==> config.mk <==
export PLATFORM = sky130hd
export DESIGN_NAME = sdi_top
export DESIGN_NICKNAME = d
export VERILOG_FILES = /design/src/verilog/sdi_pkg.sv /design/src/verilog/sdi_vec_if.sv /design/src/verilog/sdi_top.sv /design/src/verilog/sdi_prio.sv /design/src/verilog/sdi_sync.sv
export SDC_FILE = /design/constraint.sdc
export NUM_CORES = 1
export LEC_CHECK = 0
export ABC_AREA = 1
export BUFFER_PORTS_ARGS = -buffer_cell sky130_fd_sc_hd__buf_4
export CAP_MARGIN = 20
export CORE_AREA = 2 2 217 219
export DETAILED_ROUTE_END_ITERATION = 7
export DIE_AREA = 0 0 219 221
export GPL_TIMING_DRIVEN = 0
export PLACE_DENSITY = 0.55
export SETUP_SLACK_MARGIN = 0.2
export SLEW_MARGIN = 20
export SYNTH_ARGS = -nofsm -noshare
export SYNTH_HDL_FRONTEND = slang
export SYNTH_HIERARCHICAL = 1
export SYNTH_SLANG_ARGS = --single-unit
==> constraint.sdc <==
create_clock -name clk_sys -period 3.6 [get_ports clk_sys]
set_clock_uncertainty 0.2 [all_clocks]
set_input_delay 0.54 -clock clk_sys [delete_from_list [all_inputs] [get_ports clk_sys]]
set_output_delay 0.54 -clock clk_sys [all_outputs]
set_load 0.02 [all_outputs]
==> src/verilog/sdi_pkg.sv <==
/*
 * Shared constants of the system decode and interrupt block: register
 * offsets, reset values, field positions and channel assignments.
 * Assumes byte addresses on an 8-bit register offset bus.
 */
`default_nettype none
package sdi_pkg;
    localparam int N_MEM = 3;
    localparam int N_PER = 8;
    localparam int N_CH = 32;
    // Register offsets; base and size groups repeat every four bytes.
    localparam logic [7:0] OFF_BASE0 = 8'h00;
    localparam logic [7:0] OFF_SIZE0 = 8'h0c;
    localparam logic [7:0] OFF_PWAIT = 8'h20;
    localparam logic [7:0] OFF_ACCESS = 8'h24;
    localparam logic [7:0] OFF_CLOCK = 8'h28;
    localparam logic [7:0] OFF_FAULT = 8'h2c;
    localparam logic [7:0] OFF_MASK = 8'h30;
    localparam logic [7:0] OFF_FAST = 8'h34;
    localparam logic [7:0] OFF_FVEC = 8'h38;
    localparam logic [7:0] OFF_NVEC = 8'h3c;
    localparam logic [7:0] OFF_PEND = 8'h40;
    localparam logic [7:0] OFF_SWREQ = 8'h44;
    // Memory select order: flash, ROM, RAM.
    localparam int MEM_FLASH = 0;
    localparam int MEM_ROM = 1;
    localparam int MEM_RAM = 2;
    localparam logic [2:0][31:0] RST_BASE = {
        32'h0008_0000, 32'h0000_0000, 32'h0001_0000};
    localparam logic [2:0][3:0] RST_SIZE = {4'h3, 4'h3, 4'h6};
    localparam logic [4:0] SIZE_LOW_BIT = 5'h0a;
    localparam logic [3:0] SIZE_CODE_MAX = 4'he;
    localparam logic [31:0] PERIPH_BASE = 32'hfff7_0000;
    localparam int PER_LOW_BIT = 10;
    localparam int PER_HIGH_BIT = 13;
    localparam logic [10:0] RST_ACCESS = 11'h7ff;
    localparam logic [1:0] RST_CLOCK_SEL = 2'h0;
    localparam int CLOCK_FAR_BIT = 4;
    localparam int FAULT_ILLEGAL = 0;
    localparam int FAULT_FORBID = 1;
    localparam logic [31:0] RST_MASK = 32'hffff_ffff;
    localparam logic [31:0] RST_FAST = 32'h0000_0000;
    localparam int VEC_VALID_BIT = 5;
    // Fixed channel assignments, 0 lowest and 31 highest precedence.
    localparam int CH_BROWNOUT = 0;
    localparam int CH_EXT_PIN = 1;
    localparam int CH_WD_EXPIRY = 2;
    localparam int CH_WD_HALFWAY = 3;
    localparam int CH_SERIAL_ERR = 4;
    localparam int CH_PMBUS = 9;
    localparam int CH_SHARED = 10;
    localparam int CH_FRONT_END0 = 11;
    localparam int CH_SMALL_TIMER3 = 14;
    localparam int CH_WIDE_OVF = 18;
    localparam int CH_RESERVED = 20;
    localparam int CH_POWER_LIMIT = 23;
    localparam int CH_MODULATOR3 = 26;
    localparam int CH_FAULT_PIN = 30;
    localparam int CH_SOFTWARE = 31;
    typedef enum logic {
        ACC_IDLE = 1'b0,
        ACC_STRETCH = 1'b1
    } sdi_acc_t;
endpackage
`default_nettype wire

==> src/verilog/sdi_vec_if.sv <==
/*
 * Carrier between the interrupt core and a priority encoder.
 * Assumes the encoder answers combinationally.
 */
`timescale 1ns/100ps
`default_nettype none
interface sdi_vec_if;
    logic [31:0] pend;
    logic valid;
    logic [4:0] index;
    modport src(output pend, input valid, input index);
    modport enc(input pend, output valid, output index);
endinterface
`default_nettype wire

==> src/verilog/sdi_top.sv <==
/*
 * System decode and interrupt block: memory and peripheral selects,
 * access stretching, privilege checks, clock setup and a 32-channel
 * interrupt prioritiser. Assumes one clock, a single-cycle register
 * port and on-chip interrupt sources on clk_sys.
 */
// The placing of the registers and strobed register access were decided locally.
`timescale 1ns/100ps
`default_nettype none
// Notes on behaviour
// - Selects for flash, ROM, RAM with programmable regions.
// - Reset map boots from ROM.
// - Decoder register access raises a wait state.
// - Decoder registers written only in privileged mode.
// - Eight 1 kB peripheral selects, stretchable accesses.
// - Illegal or forbidden access raises fault or reset.
// - Software selects processor clock speed.
// - Thirty-two interrupt request channels.
// - Each channel routed to fast or normal line.
// - Vector registers give highest pending channel.
// - Higher channel number always wins.
// - Each channel has its own mask.
// - Channels 0-3: brownout, pin, watchdog events.
// - Channels 4-8: serial error, receive, transmit.
// - Channel 9 bus, channel 10 shared.
// - Channels 11-13: front end events.
// - Channels 14-17: small timers 3 down to 0.
// - Channels 18-22: wide timer, 20 reserved.
// - Channels 23-25: power limit, conversion, faults.
// - Channels 26-31: modulators, fault pin, software.
module sdi_top #(
    parameter int PWAIT_W = 2
) (
    // Clock, reset and clock enable.
    input wire logic clk_sys,
    input wire logic rstn,
    input wire logic ce,
    // Register port.
    input wire logic [7:0] reg_addr,
    input wire logic [31:0] reg_wdata,
    input wire logic reg_wr,
    input wire logic reg_rd,
    input wire logic reg_priv,
    output logic [31:0] reg_rdata,
    output logic cpu_wait,
    // Processor access decode.
    input wire logic [31:0] cpu_addr,
    input wire logic cpu_req,
    input wire logic cpu_user,
    output logic [2:0] mem_sel,
    output logic [7:0] periph_sel,
    output logic cpu_ready,
    output logic sys_fault,
    output logic sys_reset_req,
    output logic [1:0] cpu_clock_sel,
    // Interrupt sources and processor lines.
    input wire logic [31:0] irq_req,
    input wire logic external_pin_request,
    input wire logic fault_pin_request,
    output logic fast_interrupt_line,
    output logic normal_interrupt_line
);
    localparam int NM = sdi_pkg::N_MEM;
    localparam int NP = sdi_pkg::N_PER;
    localparam int PWW = NP * PWAIT_W;

    if (PWAIT_W < 1 || PWAIT_W > 4) begin : g_chk
        $error("PWAIT_W must lie between 1 and 4");
    end

    logic [NM-1:0][31:0] mem_base;
    logic [NM-1:0][3:0] mem_size;
    logic [PWW-1:0] pwait;
    logic [10:0] user_ok;
    logic fault_as_reset;
    logic [1:0] fault;
    logic [1:0] fault_set;
    logic [31:0] mask;
    logic [31:0] fast;
    logic swreq;
    logic [5:0] fvec;
    logic [5:0] nvec;
    logic [31:0] chan;
    logic [31:0] active;
    logic [1:0] pins;
    logic [31:0] next_rdata;
    logic [NM-1:0] next_msel;
    logic [NP-1:0] next_psel;
    logic [2:0] per_idx;
    logic per_hit;
    logic any_hit;
    logic allowed;
    logic [PWAIT_W-1:0] next_wait;
    logic [PWAIT_W-1:0] cnt;
    sdi_pkg::sdi_acc_t acc_st;
    logic dec_reg;

    sdi_vec_if fast_if ();
    sdi_vec_if norm_if ();

    function automatic logic [7:0] reg_off(input logic [7:0] base,
                                           input int idx);
        return 8'(int'(base) + 4 * idx);
    endfunction

    function automatic logic region_hit(input logic [31:0] a,
                                        input logic [31:0] base,
                                        input logic [3:0] code);
        logic [3:0] c;
        logic [4:0] sh;
        c = (code > sdi_pkg::SIZE_CODE_MAX) ? sdi_pkg::SIZE_CODE_MAX : code;
        sh = sdi_pkg::SIZE_LOW_BIT + {1'b0, c};
        return ((a ^ base) & (32'hffff_ffff << sh)) == 32'h0000_0000;
    endfunction

    // Base and size registers sit below the peripheral wait register.
    assign dec_reg = reg_addr < sdi_pkg::OFF_PWAIT;

    // Firmware may remap; reset brings back the boot map.
    always_ff @(posedge clk_sys) begin
        if (!rstn) begin
            mem_base <= sdi_pkg::RST_BASE;
            mem_size <= sdi_pkg::RST_SIZE;
        end else if (ce && reg_wr && reg_priv) begin
            for (int i = 0; i < NM; i++) begin
                if (reg_addr == reg_off(sdi_pkg::OFF_BASE0, i)) begin
                    mem_base[i] <= reg_wdata;
                end
                if (reg_addr == reg_off(sdi_pkg::OFF_SIZE0, i)) begin
                    mem_size[i] <= reg_wdata[3:0];
                end
            end
        end
    end

    // The plain port never stalls, so the wait state is flagged out.
    always_ff @(posedge clk_sys) begin
        if (!rstn) begin
            cpu_wait <= 1'b0;
        end else if (ce) begin
            cpu_wait <= (reg_wr || reg_rd) && dec_reg;
        end
    end

    // Management and interrupt control registers.
    always_ff @(posedge clk_sys) begin
        if (!rstn) begin
            pwait <= '0;
            user_ok <= sdi_pkg::RST_ACCESS;
            cpu_clock_sel <= sdi_pkg::RST_CLOCK_SEL;
            fault_as_reset <= 1'b0;
            mask <= sdi_pkg::RST_MASK;
            fast <= sdi_pkg::RST_FAST;
            swreq <= 1'b0;
        end else if (ce && reg_wr) begin
            case (reg_addr)
                sdi_pkg::OFF_PWAIT: pwait <= reg_wdata[PWW-1:0];
                sdi_pkg::OFF_ACCESS: user_ok <= reg_wdata[10:0];
                sdi_pkg::OFF_CLOCK: begin
                    cpu_clock_sel <= reg_wdata[1:0];
                    fault_as_reset <= reg_wdata[sdi_pkg::CLOCK_FAR_BIT];
                end
                sdi_pkg::OFF_MASK: mask <= reg_wdata;
                sdi_pkg::OFF_FAST: fast <= reg_wdata;
                sdi_pkg::OFF_SWREQ: swreq <= reg_wdata[0];
                default: ;
            endcase
        end
    end

    // Fault status: a new fault wins over a write-one clear.
    always_ff @(posedge clk_sys) begin
        if (!rstn) begin
            fault <= 2'h0;
        end else if (ce) begin
            if (reg_wr && reg_addr == sdi_pkg::OFF_FAULT) begin
                fault <= (fault & ~reg_wdata[1:0]) | fault_set;
            end else begin
                fault <= fault | fault_set;
            end
        end
    end

    always_comb begin
        next_rdata = 32'h0000_0000;
        for (int i = 0; i < NM; i++) begin
            if (reg_addr == reg_off(sdi_pkg::OFF_BASE0, i)) begin
                next_rdata = mem_base[i];
            end
            if (reg_addr == reg_off(sdi_pkg::OFF_SIZE0, i)) begin
                next_rdata = {28'h0, mem_size[i]};
            end
        end
        case (reg_addr)
            sdi_pkg::OFF_PWAIT: next_rdata = 32'(pwait);
            sdi_pkg::OFF_ACCESS: next_rdata = {21'h0, user_ok};
            sdi_pkg::OFF_CLOCK: begin
                next_rdata = {27'h0, fault_as_reset, 2'h0, cpu_clock_sel};
            end
            sdi_pkg::OFF_FAULT: next_rdata = {30'h0, fault};
            sdi_pkg::OFF_MASK: next_rdata = mask;
            sdi_pkg::OFF_FAST: next_rdata = fast;
            sdi_pkg::OFF_FVEC: next_rdata = {26'h0, fvec};
            sdi_pkg::OFF_NVEC: next_rdata = {26'h0, nvec};
            sdi_pkg::OFF_PEND: next_rdata = chan;
            sdi_pkg::OFF_SWREQ: next_rdata = {31'h0, swreq};
            default: ;
        endcase
    end

    // Read data stand only in the cycle after the strobe.
    always_ff @(posedge clk_sys) begin
        if (!rstn) begin
            reg_rdata <= 32'h0000_0000;
        end else if (ce) begin
            reg_rdata <= reg_rd ? next_rdata : 32'h0000_0000;
        end
    end

    // Peripheral window wins; among memories the highest index wins.
    always_comb begin
        per_hit = cpu_addr[31:sdi_pkg::PER_HIGH_BIT] ==
                  sdi_pkg::PERIPH_BASE[31:sdi_pkg::PER_HIGH_BIT];
        per_idx = cpu_addr[sdi_pkg::PER_HIGH_BIT-1:sdi_pkg::PER_LOW_BIT];
        next_psel = per_hit ? (8'h01 << per_idx) : 8'h00;
        next_msel = '0;
        for (int i = 0; i < NM; i++) begin
            if (!per_hit && region_hit(cpu_addr, mem_base[i],
                                       mem_size[i])) begin
                next_msel = '0;
                next_msel[i] = 1'b1;
            end
        end
        any_hit = per_hit || (|next_msel);
        allowed = !cpu_user || (per_hit ? user_ok[NM + int'(per_idx)]
                                        : |(next_msel & user_ok[NM-1:0]));
        next_wait = per_hit ? pwait[int'(per_idx) * PWAIT_W +: PWAIT_W]
                            : '0;
        fault_set = 2'h0;
        if (ce && acc_st == sdi_pkg::ACC_IDLE && cpu_req) begin
            fault_set[sdi_pkg::FAULT_ILLEGAL] = !any_hit;
            fault_set[sdi_pkg::FAULT_FORBID] = any_hit && !allowed;
        end
    end

    // Access sequencer: grant, hold selects for the stretch, then ready.
    always_ff @(posedge clk_sys) begin
        if (!rstn) begin
            acc_st <= sdi_pkg::ACC_IDLE;
            cnt <= '0;
            mem_sel <= 3'h0;
            periph_sel <= 8'h00;
            cpu_ready <= 1'b0;
            sys_fault <= 1'b0;
            sys_reset_req <= 1'b0;
        end else if (ce) begin
            cpu_ready <= 1'b0;
            sys_fault <= 1'b0;
            sys_reset_req <= 1'b0;
            case (acc_st)
                sdi_pkg::ACC_IDLE: begin
                    if (cpu_req && (!any_hit || !allowed)) begin
                        cpu_ready <= 1'b1;
                        sys_reset_req <= fault_as_reset;
                        sys_fault <= !fault_as_reset;
                    end else if (cpu_req) begin
                        mem_sel <= next_msel;
                        periph_sel <= next_psel;
                        cnt <= next_wait;
                        acc_st <= sdi_pkg::ACC_STRETCH;
                    end
                end
                sdi_pkg::ACC_STRETCH: begin
                    if (cnt == '0) begin
                        cpu_ready <= 1'b1;
                        mem_sel <= 3'h0;
                        periph_sel <= 8'h00;
                        acc_st <= sdi_pkg::ACC_IDLE;
                    end else begin
                        cnt <= cnt - 1'b1;
                    end
                end
                default: acc_st <= sdi_pkg::ACC_IDLE;
            endcase
        end
    end

    sdi_sync #(
        .W(2)
    ) u_pins (
        .clk_sys(clk_sys),
        .rstn(rstn),
        .ce(ce),
        .din({fault_pin_request, external_pin_request}),
        .dout(pins)
    );

    // Fixed channel order from the on-chip sources; front ends, timers
    // and modulators arrive already combined per channel.
    always_comb begin
        chan = irq_req;
        chan[sdi_pkg::CH_EXT_PIN] = pins[0];
        chan[sdi_pkg::CH_RESERVED] = 1'b0;
        chan[sdi_pkg::CH_FAULT_PIN] = pins[1];
        chan[sdi_pkg::CH_SOFTWARE] = swreq;
    end

    // Sources are levels, so firmware must clear them at the source.
    assign active = chan & ~mask;
    assign fast_if.pend = active & fast;
    assign norm_if.pend = active & ~fast;

    sdi_prio u_fast (
        .vec(fast_if)
    );

    sdi_prio u_norm (
        .vec(norm_if)
    );

    // Both lines run independently; the core ranks fast above normal.
    always_ff @(posedge clk_sys) begin
        if (!rstn) begin
            fvec <= 6'h00;
            nvec <= 6'h00;
            fast_interrupt_line <= 1'b0;
            normal_interrupt_line <= 1'b0;
        end else if (ce) begin
            fvec <= {fast_if.valid, fast_if.index};
            nvec <= {norm_if.valid, norm_if.index};
            fast_interrupt_line <= fast_if.valid;
            normal_interrupt_line <= norm_if.valid;
        end
    end
endmodule
`default_nettype wire

==> src/verilog/sdi_prio.sv <==
/*
 * Fixed priority encoder: the highest pending channel number wins.
 * Assumes the pending vector is already masked.
 */
`timescale 1ns/100ps
`default_nettype none
module sdi_prio (
    // Pending vector in, winner out.
    sdi_vec_if.enc vec
);
    always_comb begin
        vec.valid = 1'b0;
        vec.index = 5'h00;
        // Later iterations override, so the higher number wins.
        for (int i = 0; i < 32; i++) begin
            if (vec.pend[i]) begin
                vec.valid = 1'b1;
                vec.index = 5'(i);
            end
        end
    end
endmodule
`default_nettype wire

==> src/verilog/sdi_sync.sv <==
/*
 * Three-stage synchroniser for pin inputs with agreement filter.
 * Assumes inputs are asynchronous to clk_sys.
 */
`timescale 1ns/100ps
`default_nettype none
module sdi_sync #(
    parameter int W = 2
) (
    // Clock, reset and enable.
    input wire logic clk_sys,
    input wire logic rstn,
    input wire logic ce,
    // Pin levels in, filtered levels out.
    input wire logic [W-1:0] din,
    output logic [W-1:0] dout
);
    if (W < 1) begin : g_chk
        $error("W must be at least 1");
    end

    logic [W-1:0] s1;
    logic [W-1:0] s2;
    logic [W-1:0] s3;

    always_ff @(posedge clk_sys) begin
        if (!rstn) begin
            s1 <= '0;
            s2 <= '0;
            s3 <= '0;
        end else if (ce) begin
            s1 <= din;
            s2 <= s1;
            s3 <= s2;
        end
    end

    // A change counts only once the two later stages agree.
    always_ff @(posedge clk_sys) begin
        if (!rstn) begin
            dout <= '0;
        end else if (ce) begin
            for (int i = 0; i < W; i++) begin
                if (s2[i] == s3[i]) begin
                    dout[i] <= s3[i];
                end
            end
        end
    end
endmodule
`default_nettype wire

==> key figures <==
Status
  – Outcome: finished clean

Floorplan
  – Die X: 219 µm
  – Core area: about 46,000 µm²
  – # rows: 79
  – Initial Util: 0.337
  – Vert. Die Dim: 221 µm
  – Top Ports: 165
  – Full die area: between 40,000 and 50,000 µm²

Drt
  – Vias: 17,700
  – Iter 0 DRT Violations: 1,869
  – Number of detailed-route iterations in the first pass: 7
  – DRC violations left: 0
  – Vias per std cell: about 5.5
  – Antenna viol nets, final: 0
  – Routed length per instance: 23.3 µm
  – Post-Route WL: 75,800 µm

Pwr
  – Leakage power: 8.09 nW
  – Part of the power in registers: 0.420
  – Sw frac: 0.274
  – Clk pwr share: 0.481
  – Sw power: 0.00202 W
  – Power density cells: 387 nW/µm²
  – Combinational share of power: 0.099
  – Total power: 0.00737 W
  – Cell Int Power: 0.00535 W
  – VDD IR max: ~0.00030 V

Setup path
  – Crit path kind: input port to register
  – CP required: 3.80 ns
  – Cell family with most CP delay: simple AND/OR/NAND/NOR gates
  – Crit-path max FO: 10
  – Startpoint Class: input port
  – CP Buf/Inv Count: 5
  – CP Capture Type: register
  – Arrival time at the worst endpoint: 3.51 ns
  – Most used cell, CP: nor2_1
  – R2r worst-path depth: 24
  – CP Cell Sequence: buf_4 > nor2_1 > nand2_1 > nor2_1 > inv_1 > nor2_1 > inv_2 > nor2_2 > inv_2 > clkbuf_1 > nand2_1 > nand3_1
  – CP peak stage delay: 0.70 ns
  – CP Depth: 12
  – Crit-path slowest cell: nor2_1

Synthesis
  – Ys flop type: dfxtp_1
  – Top cells by area, synth: dfxtp_1 35%, nand2_1 13%, o21ai_0 7.3%, inv_1 7.1%, nor2_1 7.0%
  – Ys Warns: 6
  – Register area share after synthesis: 0.354
  – Ys async rst share: 0
  – Yosys cell types: 48
  – Post-Syn Area per Cell: 6.46 µm²
  – Yosys reg bits: between 200 and 300
  – Mapped Cells: 2,405
  – Leading area contributor after synthesis: dfxtp_1
  – Synth top area share: 0.354
  – Netlist Area Pre-Place: 15,500 µm²
  – Number of synthesized flops with an enable pin: 0

Timing
  – Max Fclk: 301 MHz
  – Min cycle time layout: 3.32 ns
  – Tightest Pin Transition: ~1.3 ns
  – Fin. Hold Viols: 0
  – Slew Limit Fails: 0
  – Unrepaired setup endpoints after global routing: yes
  – Final critical-path share of the clock period: 0.921
  – Hold WS: 0.0298 ns
  – Worst slew margin: 0.118
  – Final setup viols: 0

Worst hold path
  – Hold crit path type: input port to register
  – Worst hold stages: 2

Global route
  – Vias in the first global route: 16,300
  – First-pass GRT wire length: 108,000 µm
  – Global-route usage over all layers: 0.306
  – Initial antenna violation count: 1
  – Total grt overflow: 0
  – Pin count of the biggest net entering global routing: 13

Layout
  – Area growth syn-to-layout: 22.5%
  – Storage cell area: 5520 µm²
  – Fillcell total: slightly above 5,000
  – Share of cells above drive strength 1: 0.136
  – Final Util: 0.413
  – Multi-input logic area: 8530 µm²
  – Layout net count: around 2,700
  – Non-Filler Instances: 3,249
  – Most common cell after layout, fill and taps aside: nand2_1
  – Most frequent cells in the layout: 512 x nand2_1, 290 x inv_1, 277 x nor2_1

Place
  – Placed Instances: 3,169
  – Placer Congestion: 1.02
  – DP HPWL: a little under 60,000 µm
  – IO Port Bufs: 154

Clock network
  – Number of CTS-inserted buffers: 35
  – Worst skew pair latency: 0.57 ns
  – Root Buffer: clkbuf_16
  – Clk slew on worst S/H paths: 0.06 ns
  – Deepest clock path buffer count: 3
  – H-tree Lvls: 2
  – CTS tree: done
  – Sink Count: 275

Run
  – MaxCap Viol Count: 0
-- layer usage --
| metal | vias up | global-route usage | routed length [µm] |
|---|---|---|---|
| met3 | 170 | 0.0399 | 6260 |
| met1 | 8324 | 0.428 | 33300 |
| li1 | 8296 | - | - |
| met5 | - | 0 | 0 |
| met2 | 918 | 0.462 | 32400 |
| met4 | 0 | 0.146 | 3860 |
-- path summary, 6_finish.rpt --
check,start,to,slack (ns)
worst min register to register,u_pins/s3[1],u_pins/s3[1],0.26
worst min-delay path,ce,u_pins/s3[0],0.03
worst max-delay path,reg_addr[1],mask[23],0.28
worst max register to register,mem_size[1],mem_sel[1],0.34
-- final cells by class --
type | instances | area share
clock inverter | 10 | 0.00500
timing repair buffer | 172 | 0.0692
inverter | 326 | 0.0672
tap | 607 | 0.0399
antenna | 2 | 0.000263
clock buffer | 49 | 0.0536
multi-input combinational | 1692 | 0.448
sequential | 275 | 0.290
buffer | 116 | 0.0266
-- Yosys cell counts, types with 5 or more instances --
library cell / instances
o2111ai_1: 25
o21ai_1: 12
nor3_1: 67
xnor2_1: 18
a21oi_1: 195
nor2_4: 5
ha_1: 15
inv_1: 292
nand2_2: 8
nand3_1: 103
buf_2: 14
o221ai_1: 7
clkbuf_1: 94
nor2_1: 291
xor2_1: 37
nand2_1: 518
a221oi_1: 15
inv_2: 26
dfxtp_1: 275
nand4_1: 16
o21ai_0: 227
o311ai_0: 17
o211ai_1: 31
nor2_2: 20
o22ai_1: 34
-- state kept, by name, summed over array words and instances, names as in the netlist, 3 cells and up --
register    cells
fast           32
pwait          16
nvec            5
mask           32
mem_base       96
reg_rdata      32
fvec            5
mem_sel         3
periph_sel      8
mem_size       12
user_ok        11
-- power groups by stage --
stage	combinational (W)	sequential (W)	clock, W
6_report	0.000726	0.00309	0.00354
5_1_grt	0.000767	0.00310	0.00367
4_1_cts	0.000692	0.00310	0.00356
3_5_place_dp	0.000684	0.00316	0
3_3_place_gp	0.000683	0.00316	0
2_1_floorplan	0.000292	0.00317	0
-- worst reg2reg max path, stage by stage (launching register included) --
cell	delay, ns
dfxtp_2	0.31
buf_6	0.11
clkbuf_1	0.09
ha_2	0.19
inv_2	0.06
ha_4	0.19
buf_6	0.13
clkinv_8	0.07
nand2_8	0.07
nor2_4	0.14
a21oi_2	0.07
nor2_1	0.11
nand2_1	0.06
nor2_2	0.10
nand4_1	0.15
nor2_4	0.25
nand4_1	0.15
nand4_2	0.12
nand2_2	0.07
nand2_4	0.13
nand2_8	0.09
inv_8	0.12
clkbuf_16	0.15
nor2_2	0.03
nor2_1	0.07
-- stage by stage --
| step | TNS (ns) | area [µm²] | worst slack [ns] |
|---|---|---|---|
| 2_1_floorplan | 0 | 15500 | 0.668 |
| 3_3_place_gp | -32.07 | 17500 | -0.562 |
| 3_5_place_dp | -31.83 | 17500 | -0.529 |
| 4_1_cts | 0 | 18700 | 0.205 |
| 5_1_grt | 0 | 19000 | 0.130 |
| 6_report | 0 | 19000 | 0.283 |
-- logic make-up after synthesis --
family	count (synthesis)	synth area share
other	1	0.000241
xor gates and xnor gates	55	0.0310
buffers and inverters	442	0.112
and+or+nand+nor	1040	0.279
AOI/OAI and AO/OA	577	0.212
adders and majority gates	15	0.0121
DFF	275	0.354
-- timing repair --
| item | CTS | global route |
|---|---|---|
| buffers inserted | 3 | 12 |
| hold endpoints to repair | 2 | 0 |
| setup endpoints to repair | 41 | 61 |
| pin swaps | 3 | 28 |
| hold buffers | 2 | 0 |
| gates resized for setup | 21 | 63 |
| cloned | 0 | 2 |
(Power assumes the default switching activity.)
